`config.mk`:
```
export PLATFORM = sky130hd
export DESIGN_NAME = phylt_regs
export DESIGN_NICKNAME = d
export VERILOG_FILES = /design/src/hw/phylt_pkg.sv /design/src/hw/phylt_field_reg.sv /design/src/hw/phylt_regs.sv
export VERILOG_INCLUDE_DIRS = /design/src /design/src/hw
export SDC_FILE = /design/constraint.sdc
export NUM_CORES = 1
export LEC_CHECK = 0
export ABC_CLOCK_PERIOD_IN_PS = 2200
export BUFFER_PORTS_ARGS = -buffer_cell sky130_fd_sc_hd__buf_2
export CAP_MARGIN = 20
export CORE_MARGIN = 3
export CORE_UTILIZATION = 39
export CTS_CLUSTER_DIAMETER = 150
export CTS_CLUSTER_SIZE = 25
export DETAILED_ROUTE_END_ITERATION = 10
export GPL_TIMING_DRIVEN = 0
export PLACE_DENSITY_LB_ADDON = 0.15
export SETUP_SLACK_MARGIN = 0.1
export SYNTH_ARGS = -nofsm -noshare
export SYNTH_HDL_FRONTEND = slang
export SYNTH_HIERARCHICAL = 1
export SYNTH_SLANG_ARGS = --single-unit
```
`constraint.sdc`:
```
create_clock -name clk_in -period 2.2 [get_ports clk_in]
set_input_delay 0.33 -clock clk_in [delete_from_list [all_inputs] [get_ports clk_in]]
set_output_delay 0.33 -clock clk_in [all_outputs]
set_load 0.005 [all_outputs]
```
`src/hw/phylt_consts.svh`:
```
// Purpose: Offsets, masks, resets and field positions of the PHY test regs
// Assumes: Byte addresses in the switch configuration space
// Notes: Definitions only
`ifndef PHYLT_CONSTS_SVH
`define PHYLT_CONSTS_SVH

`define PHYLT_ADDR_W 12
`define PHYLT_OFF_LANE_STAT 12'h1f4
`define PHYLT_OFF_SPEED 12'h208
`define PHYLT_OFF_COMPL 12'h20c
`define PHYLT_OFF_EVEN_CMD 12'h220
`define PHYLT_OFF_ODD_CMD 12'h224
`define PHYLT_OFF_EVEN_HOLD 12'h230

`define PHYLT_RST_ZERO 32'h0000_0000
`define PHYLT_MASK_SPEED 32'hffff_ffff
`define PHYLT_MASK_COMPL 32'h0000_ffff
`define PHYLT_MASK_EVEN_CMD 32'h7770_0077
`define PHYLT_MASK_ODD_CMD 32'h7770_0070
`define PHYLT_MASK_EVEN_HOLD 32'h00ff_e3e3

`define PHYLT_FIELD_ONE 16'h0001
`define PHYLT_RATE_LSB 0
`define PHYLT_EMPH_LSB 16
`define PHYLT_COMPL_LSB 0

// Lane status packing
`define PHYLT_LANE_LO_LSB 0
`define PHYLT_LANE_HI_LSB 12
`define PHYLT_LANE_MID_LSB 16

// Base bit of each port's three test bits, and each bit's offset from it
`define PHYLT_CMD_P0 0
`define PHYLT_CMD_P2 4
`define PHYLT_CMD_P10 20
`define PHYLT_CMD_P12 24
`define PHYLT_CMD_P14 28
`define PHYLT_CMD_P3 4
`define PHYLT_CMD_P11 20
`define PHYLT_CMD_P13 24
`define PHYLT_CMD_P15 28
`define PHYLT_CMD_LB 0
`define PHYLT_CMD_SCR 1
`define PHYLT_CMD_CRX 2

// Even-port disable, quiet and test-rate bit positions
`define PHYLT_DIS_LSB 0
`define PHYLT_QUIET_LSB 8
`define PHYLT_TPR_LSB 16
`define PHYLT_HOLD_P0 0
`define PHYLT_HOLD_P2 1
`define PHYLT_HOLD_P10 5
`define PHYLT_HOLD_P12 6
`define PHYLT_HOLD_P14 7

`endif

```
`src/hw/phylt_pkg.sv`:
```
// Purpose: Types of the PHY link test register set
// Assumes: Constants live in phylt_consts.svh
// Notes: Structs carry grouped signals
package phylt_pkg;

  typedef struct packed {
    logic wr;
    logic rd;
    logic upstream;
    logic [11:0] addr;
    logic [3:0] be;
    logic [31:0] wdata;
  } phylt_cfg_req_t;

  typedef struct packed {
    logic [15:0] loopback;
    logic [15:0] scrambler_bypass;
    logic [15:0] compliance_rx;
    logic [15:0] force_quiet;
    logic [15:0] hold_quiet;
  } phylt_port_ctl_t;

  typedef struct packed {
    logic rate_gen2;
    logic emphasis_3p5db;
    logic compliance_enter;
  } phylt_link_ctl_t;

endpackage

```
`src/hw/phylt_field_reg.sv`:
```
// Purpose: One 32-bit read-write register with byte enables and a bit mask
// Assumes: Synchronous active-high reset
// Notes: Bits outside WR_MASK are never stored and read as zero
`timescale 1ns/1ps
`default_nettype none
module phylt_field_reg #(
  parameter logic [31:0] RESET_VAL = 32'h0000_0000,
  parameter logic [31:0] WR_MASK = 32'hffff_ffff
) (
  input wire logic clk_in,
  input wire logic sys_rst_in,
  input wire logic wr_en_in,
  input wire logic [3:0] be_in,
  input wire logic [31:0] wdata_in,
  output logic [31:0] q_out
);
  logic [31:0] q_q;
  logic [31:0] q_d;
  logic [31:0] lane_mask;

  always_comb begin
    lane_mask = {{8{be_in[3]}}, {8{be_in[2]}}, {8{be_in[1]}}, {8{be_in[0]}}};
    q_d = q_q;
    if (wr_en_in) begin
      // Reserved bits stay zero: disabled lanes keep old value, bits outside WR_MASK are cleared
      q_d = ((wdata_in & lane_mask) | (q_q & ~lane_mask)) & WR_MASK;
    end
  end

  always_ff @(posedge clk_in) begin
    if (sys_rst_in) begin
      q_q <= RESET_VAL & WR_MASK;
    end else begin
      q_q <= q_d;
    end
  end

  assign q_out = q_q;
endmodule
`default_nettype wire

```
`src/hw/phylt_regs.sv`:
```
// Purpose: PHY link test control and lane status registers of the switch
// Assumes: Config accesses arrive on the core clock, one word per request
// Notes: Read data answers one cycle after the read strobe
`include "phylt_consts.svh"
`timescale 1ns/1ps
`default_nettype none
module phylt_regs (
  input wire logic clk_in,
  input wire logic sys_rst_in,
  input wire phylt_pkg::phylt_cfg_req_t cfg_req_in,
  input wire logic [11:0] lane_link_up_in,
  output logic [31:0] cfg_rdata_out,
  output logic cfg_rd_valid_out,
  output phylt_pkg::phylt_link_ctl_t link_ctl_out,
  output phylt_pkg::phylt_port_ctl_t port_ctl_out,
  output logic [7:0] even_test_rate_out
);

  ////////////////////////////////////////////////////////////////////////////
  // Address decode

  logic hit_lane;
  logic hit_speed;
  logic hit_compl;
  logic hit_even_cmd;
  logic hit_odd_cmd;
  logic hit_even_hold;
  logic [11:0] word_addr;
  logic [31:0] speed_q;
  logic [31:0] compl_q;
  logic [31:0] even_cmd_q;
  logic [31:0] odd_cmd_q;
  logic [31:0] even_hold_q;

  always_comb begin
    hit_lane = 1'b0;
    hit_speed = 1'b0;
    hit_compl = 1'b0;
    hit_even_cmd = 1'b0;
    hit_odd_cmd = 1'b0;
    hit_even_hold = 1'b0;
    // Byte lanes within a word share one decode
    word_addr = {cfg_req_in.addr[11:2], 2'b00};
    if (word_addr == `PHYLT_OFF_LANE_STAT) begin
      hit_lane = 1'b1;
    end else if (word_addr == `PHYLT_OFF_SPEED) begin
      // Downstream port spaces have no such register
      hit_speed = cfg_req_in.upstream;
    end else if (word_addr == `PHYLT_OFF_COMPL) begin
      hit_compl = 1'b1;
    end else if (word_addr == `PHYLT_OFF_EVEN_CMD) begin
      hit_even_cmd = 1'b1;
    end else if (word_addr == `PHYLT_OFF_ODD_CMD) begin
      hit_odd_cmd = 1'b1;
    end else if (word_addr == `PHYLT_OFF_EVEN_HOLD) begin
      hit_even_hold = 1'b1;
    end
  end

  ////////////////////////////////////////////////////////////////////////////
  // Writable registers

  phylt_field_reg #(
    .RESET_VAL(`PHYLT_RST_ZERO),
    .WR_MASK(`PHYLT_MASK_SPEED)
  ) u_speed (
    .clk_in(clk_in),
    .sys_rst_in(sys_rst_in),
    .wr_en_in(cfg_req_in.wr && hit_speed),
    .be_in(cfg_req_in.be),
    .wdata_in(cfg_req_in.wdata),
    .q_out(speed_q)
  );

  phylt_field_reg #(
    .RESET_VAL(`PHYLT_RST_ZERO),
    .WR_MASK(`PHYLT_MASK_COMPL)
  ) u_compl (
    .clk_in(clk_in),
    .sys_rst_in(sys_rst_in),
    .wr_en_in(cfg_req_in.wr && hit_compl),
    .be_in(cfg_req_in.be),
    .wdata_in(cfg_req_in.wdata),
    .q_out(compl_q)
  );

  phylt_field_reg #(
    .RESET_VAL(`PHYLT_RST_ZERO),
    .WR_MASK(`PHYLT_MASK_EVEN_CMD)
  ) u_even_cmd (
    .clk_in(clk_in),
    .sys_rst_in(sys_rst_in),
    .wr_en_in(cfg_req_in.wr && hit_even_cmd),
    .be_in(cfg_req_in.be),
    .wdata_in(cfg_req_in.wdata),
    .q_out(even_cmd_q)
  );

  phylt_field_reg #(
    .RESET_VAL(`PHYLT_RST_ZERO),
    .WR_MASK(`PHYLT_MASK_ODD_CMD)
  ) u_odd_cmd (
    .clk_in(clk_in),
    .sys_rst_in(sys_rst_in),
    .wr_en_in(cfg_req_in.wr && hit_odd_cmd),
    .be_in(cfg_req_in.be),
    .wdata_in(cfg_req_in.wdata),
    .q_out(odd_cmd_q)
  );

  phylt_field_reg #(
    .RESET_VAL(`PHYLT_RST_ZERO),
    .WR_MASK(`PHYLT_MASK_EVEN_HOLD)
  ) u_even_hold (
    .clk_in(clk_in),
    .sys_rst_in(sys_rst_in),
    .wr_en_in(cfg_req_in.wr && hit_even_hold),
    .be_in(cfg_req_in.be),
    .wdata_in(cfg_req_in.wdata),
    .q_out(even_hold_q)
  );

  ////////////////////////////////////////////////////////////////////////////
  // Lane status, control decode and read data

  logic [31:0] lane_q;
  logic [31:0] lane_d;
  logic [31:0] rdata_q;
  logic [31:0] rdata_d;
  logic rd_valid_q;
  logic rd_valid_d;
  phylt_pkg::phylt_link_ctl_t link_q;
  phylt_pkg::phylt_link_ctl_t link_d;
  phylt_pkg::phylt_port_ctl_t port_q;
  phylt_pkg::phylt_port_ctl_t port_d;
  logic [2:0] tst [16];
  logic [7:0] dis_bits;
  logic [7:0] quiet_bits;

  always_comb begin
    // Hardware-owned only; no write path reaches it
    lane_d = `PHYLT_RST_ZERO;
    lane_d[`PHYLT_LANE_LO_LSB +: 4] = lane_link_up_in[3:0];
    lane_d[`PHYLT_LANE_MID_LSB +: 4] = lane_link_up_in[7:4];
    lane_d[`PHYLT_LANE_HI_LSB +: 4] = lane_link_up_in[11:8];

    link_d.rate_gen2 =
      speed_q[`PHYLT_RATE_LSB +: 16] == `PHYLT_FIELD_ONE;
    link_d.emphasis_3p5db =
      speed_q[`PHYLT_EMPH_LSB +: 16] == `PHYLT_FIELD_ONE;
    // Only the exact value 1h acts; all else is ignored by training
    link_d.compliance_enter =
      compl_q[`PHYLT_COMPL_LSB +: 16] == `PHYLT_FIELD_ONE;

    for (int i = 0; i < 16; i++) begin
      tst[i] = 3'b000;
    end
    tst[0] = even_cmd_q[`PHYLT_CMD_P0 +: 3];
    tst[2] = even_cmd_q[`PHYLT_CMD_P2 +: 3];
    tst[10] = even_cmd_q[`PHYLT_CMD_P10 +: 3];
    tst[12] = even_cmd_q[`PHYLT_CMD_P12 +: 3];
    tst[14] = even_cmd_q[`PHYLT_CMD_P14 +: 3];
    tst[3] = odd_cmd_q[`PHYLT_CMD_P3 +: 3];
    tst[11] = odd_cmd_q[`PHYLT_CMD_P11 +: 3];
    tst[13] = odd_cmd_q[`PHYLT_CMD_P13 +: 3];
    tst[15] = odd_cmd_q[`PHYLT_CMD_P15 +: 3];
    for (int i = 0; i < 16; i++) begin
      port_d.loopback[i] = tst[i][`PHYLT_CMD_LB];
      port_d.scrambler_bypass[i] = tst[i][`PHYLT_CMD_SCR];
      port_d.compliance_rx[i] = tst[i][`PHYLT_CMD_CRX];
    end

    port_d.force_quiet = 16'h0000;
    port_d.hold_quiet = 16'h0000;
    dis_bits = even_hold_q[`PHYLT_DIS_LSB +: 8];
    quiet_bits = even_hold_q[`PHYLT_QUIET_LSB +: 8];
    port_d.force_quiet[0] = dis_bits[`PHYLT_HOLD_P0];
    port_d.force_quiet[2] = dis_bits[`PHYLT_HOLD_P2];
    port_d.force_quiet[10] = dis_bits[`PHYLT_HOLD_P10];
    port_d.force_quiet[12] = dis_bits[`PHYLT_HOLD_P12];
    port_d.force_quiet[14] = dis_bits[`PHYLT_HOLD_P14];
    port_d.hold_quiet[0] = quiet_bits[`PHYLT_HOLD_P0];
    port_d.hold_quiet[2] = quiet_bits[`PHYLT_HOLD_P2];
    port_d.hold_quiet[10] = quiet_bits[`PHYLT_HOLD_P10];
    port_d.hold_quiet[12] = quiet_bits[`PHYLT_HOLD_P12];
    port_d.hold_quiet[14] = quiet_bits[`PHYLT_HOLD_P14];

    // Unmapped and downstream-speed reads answer zero
    rd_valid_d = cfg_req_in.rd;
    rdata_d = `PHYLT_RST_ZERO;
    if (cfg_req_in.rd) begin
      if (hit_lane) begin
        rdata_d = lane_q;
      end else if (hit_speed) begin
        rdata_d = speed_q;
      end else if (hit_compl) begin
        rdata_d = compl_q;
      end else if (hit_even_cmd) begin
        rdata_d = even_cmd_q;
      end else if (hit_odd_cmd) begin
        rdata_d = odd_cmd_q;
      end else if (hit_even_hold) begin
        rdata_d = even_hold_q;
      end
    end
  end

  always_ff @(posedge clk_in) begin
    if (sys_rst_in) begin
      lane_q <= `PHYLT_RST_ZERO;
      rdata_q <= `PHYLT_RST_ZERO;
      rd_valid_q <= 1'b0;
      link_q <= '0;
      port_q <= '0;
    end else begin
      lane_q <= lane_d;
      rdata_q <= rdata_d;
      rd_valid_q <= rd_valid_d;
      link_q <= link_d;
      port_q <= port_d;
    end
  end

  // Decoded controls lag the register by one cycle to keep outputs flopped
  assign cfg_rdata_out = rdata_q;
  assign cfg_rd_valid_out = rd_valid_q;
  assign link_ctl_out = link_q;
  assign port_ctl_out = port_q;
  assign even_test_rate_out = even_hold_q[`PHYLT_TPR_LSB +: 8];

endmodule
`default_nettype wire

```
Yosys cells after proc, flatten, opt, wreduce, memory -nomap -nowiden
Cells that the tools add are included.

Register bits after elaboration: 241. Bits in latches: 0. Bits in writable memories: 0. Bits in read-only memories: 0. Input port bits: 65. Output and inout port bits: 124. Word-level logic and storage cells: 77. Memories kept: 0.

$add $sub $neg: 0. $mul: 0. Div/mod/pow operators: 0. Magnitude comparators: 0. Eq/ne operators: 9. Shift operators: 0. Mux-type cells: 27. Bitwise logic cells: 13. Reductions and logical operators: 6.

Operator list (number): 31-bit two-way mux (3); 32-bit bitwise AND (2); 32-bit two-way mux (2); 31-bit bitwise AND (2); 31-bit OR (2); 10-bit by 8-bit equality test with 1-bit output, second input constant (5); 16-bit by 1-bit equality test with 1-bit output, second input constant (3); 32-bit NOT (1); 32-bit OR (1); 24-bit bitwise AND (1); 24-bit two-way mux (1); 24-bit OR (1); 1-bit two-way mux (21); 16-bit bitwise AND (1); 16-bit OR (1); 10-bit by 7-bit equality test with 1-bit output, second input constant (1); 1-bit logical AND (5); 2-bit OR reduction (1); 1-bit NOT (1).

Depth between registers and ports, before layout
Word-level depth: 13. Gate-level depth with buffers: 9. Depth with buffers taken out: 6.

Cells and area by module
Netlist, hierarchy kept.

By module, submodules not included: phylt_regs (times used 1, cells an instance 542, area each 4546.9 sq um, sequential area each 1701.6 sq um); phylt_field_reg at u_speed (times used 1, cells an instance 146, area each 1559.0 sq um, sequential area each 640.6 sq um); phylt_field_reg at u_even_hold (times used 1, cells an instance 97, area each 959.7 sq um, sequential area each 360.3 sq um); phylt_field_reg at u_compl (times used 1, cells an instance 90, area each 868.3 sq um, sequential area each 320.3 sq um); phylt_field_reg at u_even_cmd (times used 1, cells an instance 84, area each 825.8 sq um, sequential area each 300.3 sq um); phylt_field_reg at u_odd_cmd (times used 1, cells an instance 73, area each 718.2 sq um, sequential area each 240.2 sq um).

Least setup slack after synthesis
OpenSTA, ideal clock, no wires.

Path type: input port to flip-flop. From: input cfg_req_in[43] in the netlist's numbering. To: register (tool-made name). Library setup time: 0.125 ns. Arrival: 1.967 ns. Required time: 2.075 ns. Setup slack: 0.108 ns. Cell stages on the path: 7. Path buffers: 1. Cell sequence: or4b_4 > nor2_1 > nand2_1 > nor2_1 > buf_6 > a21bo_1 > a21oi_2.

RTL lines: start: declaration (RTL line phylt_regs.sv:10) `input wire phylt_pkg::phylt_cfg_req_t cfg_req_in,`.

==> flow_metrics.tcl <==
set metrics [dict create \
    vias 8288 \
    period_needed_ns 2.06 \
    fin_area_um2 11700 \
    numCtsBuffers 17 \
    die_h_um 162 \
    io_buffer_count 141 \
    wl_um 31600 \
    multiInputGateArea_um2 4870 \
    worstSetupStartpointType "primary input" \
    die_area_um2 26200 \
    fmax_mhz 484 \
    rsz0062_at_grt "true" \
    row_count 56 \
    synthFlopType "dfxtp_1" \
    io_pins 189 \
    synth_area_um2 9480 \
    fin_hold_ws_ns 0.102 \
    synthToLayoutAreaGrowth_pct 23.0 \
    status "finished clean" \
    first_pass_iters 5 \
    nNetsFinal 1364 \
    cts_tree "done" \
    yosysWarnings 6 \
    clk-insertion-delay-late_ns 0.44 \
    grt_pass1_vias 7895 \
    skew_ns 0.0103 \
    max-vdd-ir-drop_v 0.000429 \
    dp.cells 1597 \
    clock_path_buffers 2 \
    dp_hpwl_um 23900 \
    wl_per_cell_um 19.4 \
    regArea_um2 3560 \
    dpl_cell_area_um2 11000 \
    clk_pin_slew_ns 0.07 \
    synth_cells 1032 \
    r2r_slack_ns 0.49 \
    antenna_left 0 \
    track_usage 0.237 \
    instances_no_fill 1631 \
    endpoint_kind "flip-flop" \
    fillers 2381 \
    antenna_found_initial 0 \
    initial_utilization 0.400 \
    async_flop_share 0 \
    p_total_mw 7.14 \
    yosys.cell_types.count 55 \
    cellPowerDensity_nw_per_um2 613 \
    cellLeakagePower_nw 4.78 \
    crit_fanout 10 \
    fin_crit_sh 0.938 \
    die_w_um 162 \
    maxCapViolCount 0 \
    grt_first_pass_wirelength_um 47000 \
    worst_pin_slew_ns 0.817 \
    critPathArrivalTime_ns 2.44 \
    ys_seq_area_frac 0.376 \
    finalHoldViolCount 0 \
    avgViaCountPerCell 5.08 \
    grt_max_degree 25 \
    holdBufCountCts 0 \
    drtIter0Drc 732 \
    synth_edf_count 0 \
    drt_drc_violations_left 0 \
    h-tree-depth 4 \
    worst_hold_path_type "in -> reg" \
    synth.avg_cell_area_um2 9.18 \
    routabilityCongestion 0.931 \
    cts.sinks 178 \
    relSlewSlack 0.453 \
    coreArea_um2 23700 \
    setup_viol 0 \
    overflow 0 \
    root_buffer "clkbuf_16" \
    criticalPathCategory "in -> reg" \
    diodes 0 \
    synth-seq-cells 178 \
    cp.required_ns 2.57 \
    maxSlewViolCount 0 \
    drive_gt1_frac 0.354 \
]
[cells in the mapped netlist, drive strengths merged (7+ instances only)]
cell type    n  area (um^2)
a21bo       93          931
a21o        14          105
a21oi      114          811
a31oi       27          169
and3         7         43.8
buf        168         1340
clkbuf      34          130
dfxtp      178         3560
nand2       35          131
nand2b      13         81.3
nand3      146          741
nand4       23          144
nor2        11         46.3
nor2b       61          382
nor3         9         45.0
nor4        10         77.6
o21ai       15         75.1
o221a        9          101
o221ai      13          114
[repair_timing]
item | in CTS | in global routing
pin swaps | 0 | 1
setup endpoints to repair | 48 | 58
buffers inserted | 0 | 2
resized for setup | 8 | 5
[critical path, cell delays in order]
cell     delay (ns)
buf_2          0.14
buf_2          0.20
nor2_2         0.31
buf_2          0.36
nand2_1        0.18
nor2_1         0.16
buf_6          0.17
buf_2          0.30
nand3_1        0.14
a21oi_2        0.13
[per-layer routing]
metal  routed length [um]  part of all wire  track usage  up-vias
met2                14200              0.45        0.371      356
met3                 2530             0.080       0.0533       65
met4                 1120             0.035       0.0969        0
met5                    0                 0            0        -
li1                     -                 -            -     4022
met1                13800              0.44        0.316     3845
[per-stage QoR]
stage | TNS, ns | setup WS [ns] | util
global route | 0 | 0.0956 | 0.492
finish | 0 | 0.136 | 0.492
global placement | -42.83 | -0.692 | 0.463
floorplan | 0 | 0.108 | -
detailed placement | -42.50 | -0.679 | 0.463
CTS | 0 | 0.136 | 0.490
[area by class of cell]
class | instances | area share
Buffer | 202 | 0.126
Clock buffer | 19 | 0.0389
Clock inverter | 13 | 0.0144
Inverter | 3 | 0.000966
Multi-Input combinational cell | 754 | 0.418
Sequential cell | 178 | 0.306
Tap cell | 319 | 0.0342
Timing Repair Buffer | 143 | 0.0618
[placed cells by master (no fill, tap or decap), drive strengths merged, types with 4 or more instances in the layout]
cell / netlist / layout
o221a: 9 / 9
nand4: 23 / 23
nand3: 146 / 146
nor3: 9 / 9
and3: 7 / 7
o221ai: 13 / 13
nor2: 11 / 11
a21bo: 93 / 93
inv: 3 / 9
buf: 168 / 312
conb: 5 / 110
a21oi: 114 / 114
or4b: 4 / 4
nand2b: 13 / 13
a211o: 5 / 5
nor2b: 61 / 61
clkbuf: 34 / 52
a21o: 14 / 14
nor4b: 5 / 5
nand2: 35 / 35
o21ai: 15 / 15
o2111ai: 4 / 4
dfxtp: 178 / 178
a31oi: 27 / 27
nor4: 10 / 10
[power by group]
group / switching [mW] / internal, mW
Combinational: 0.399 / 0.266
Sequential: 0.00448 / 3.23
Clock: 1.37 / 1.87
[kinds of logic after synthesis]
logic type	Yosys count	synth area share
mux	3	0.00317
other cells	5	0.00198
simple gates	337	0.200
flops	178	0.376
buf+inv	205	0.156
compound gates	304	0.263
[final timing paths]
check,from,cells past startpoint,end
worst max-delay path,cfg_req_in[38],10,flip-flop
worst min-delay path,lane_link_up_in[9],2,lane_q[13]
worst max register to register,flip-flop,3,link_ctl_out[1]
worst min register to register,flip-flop,1,port_ctl_out[28]
Power figures use the tool's default switching activity.
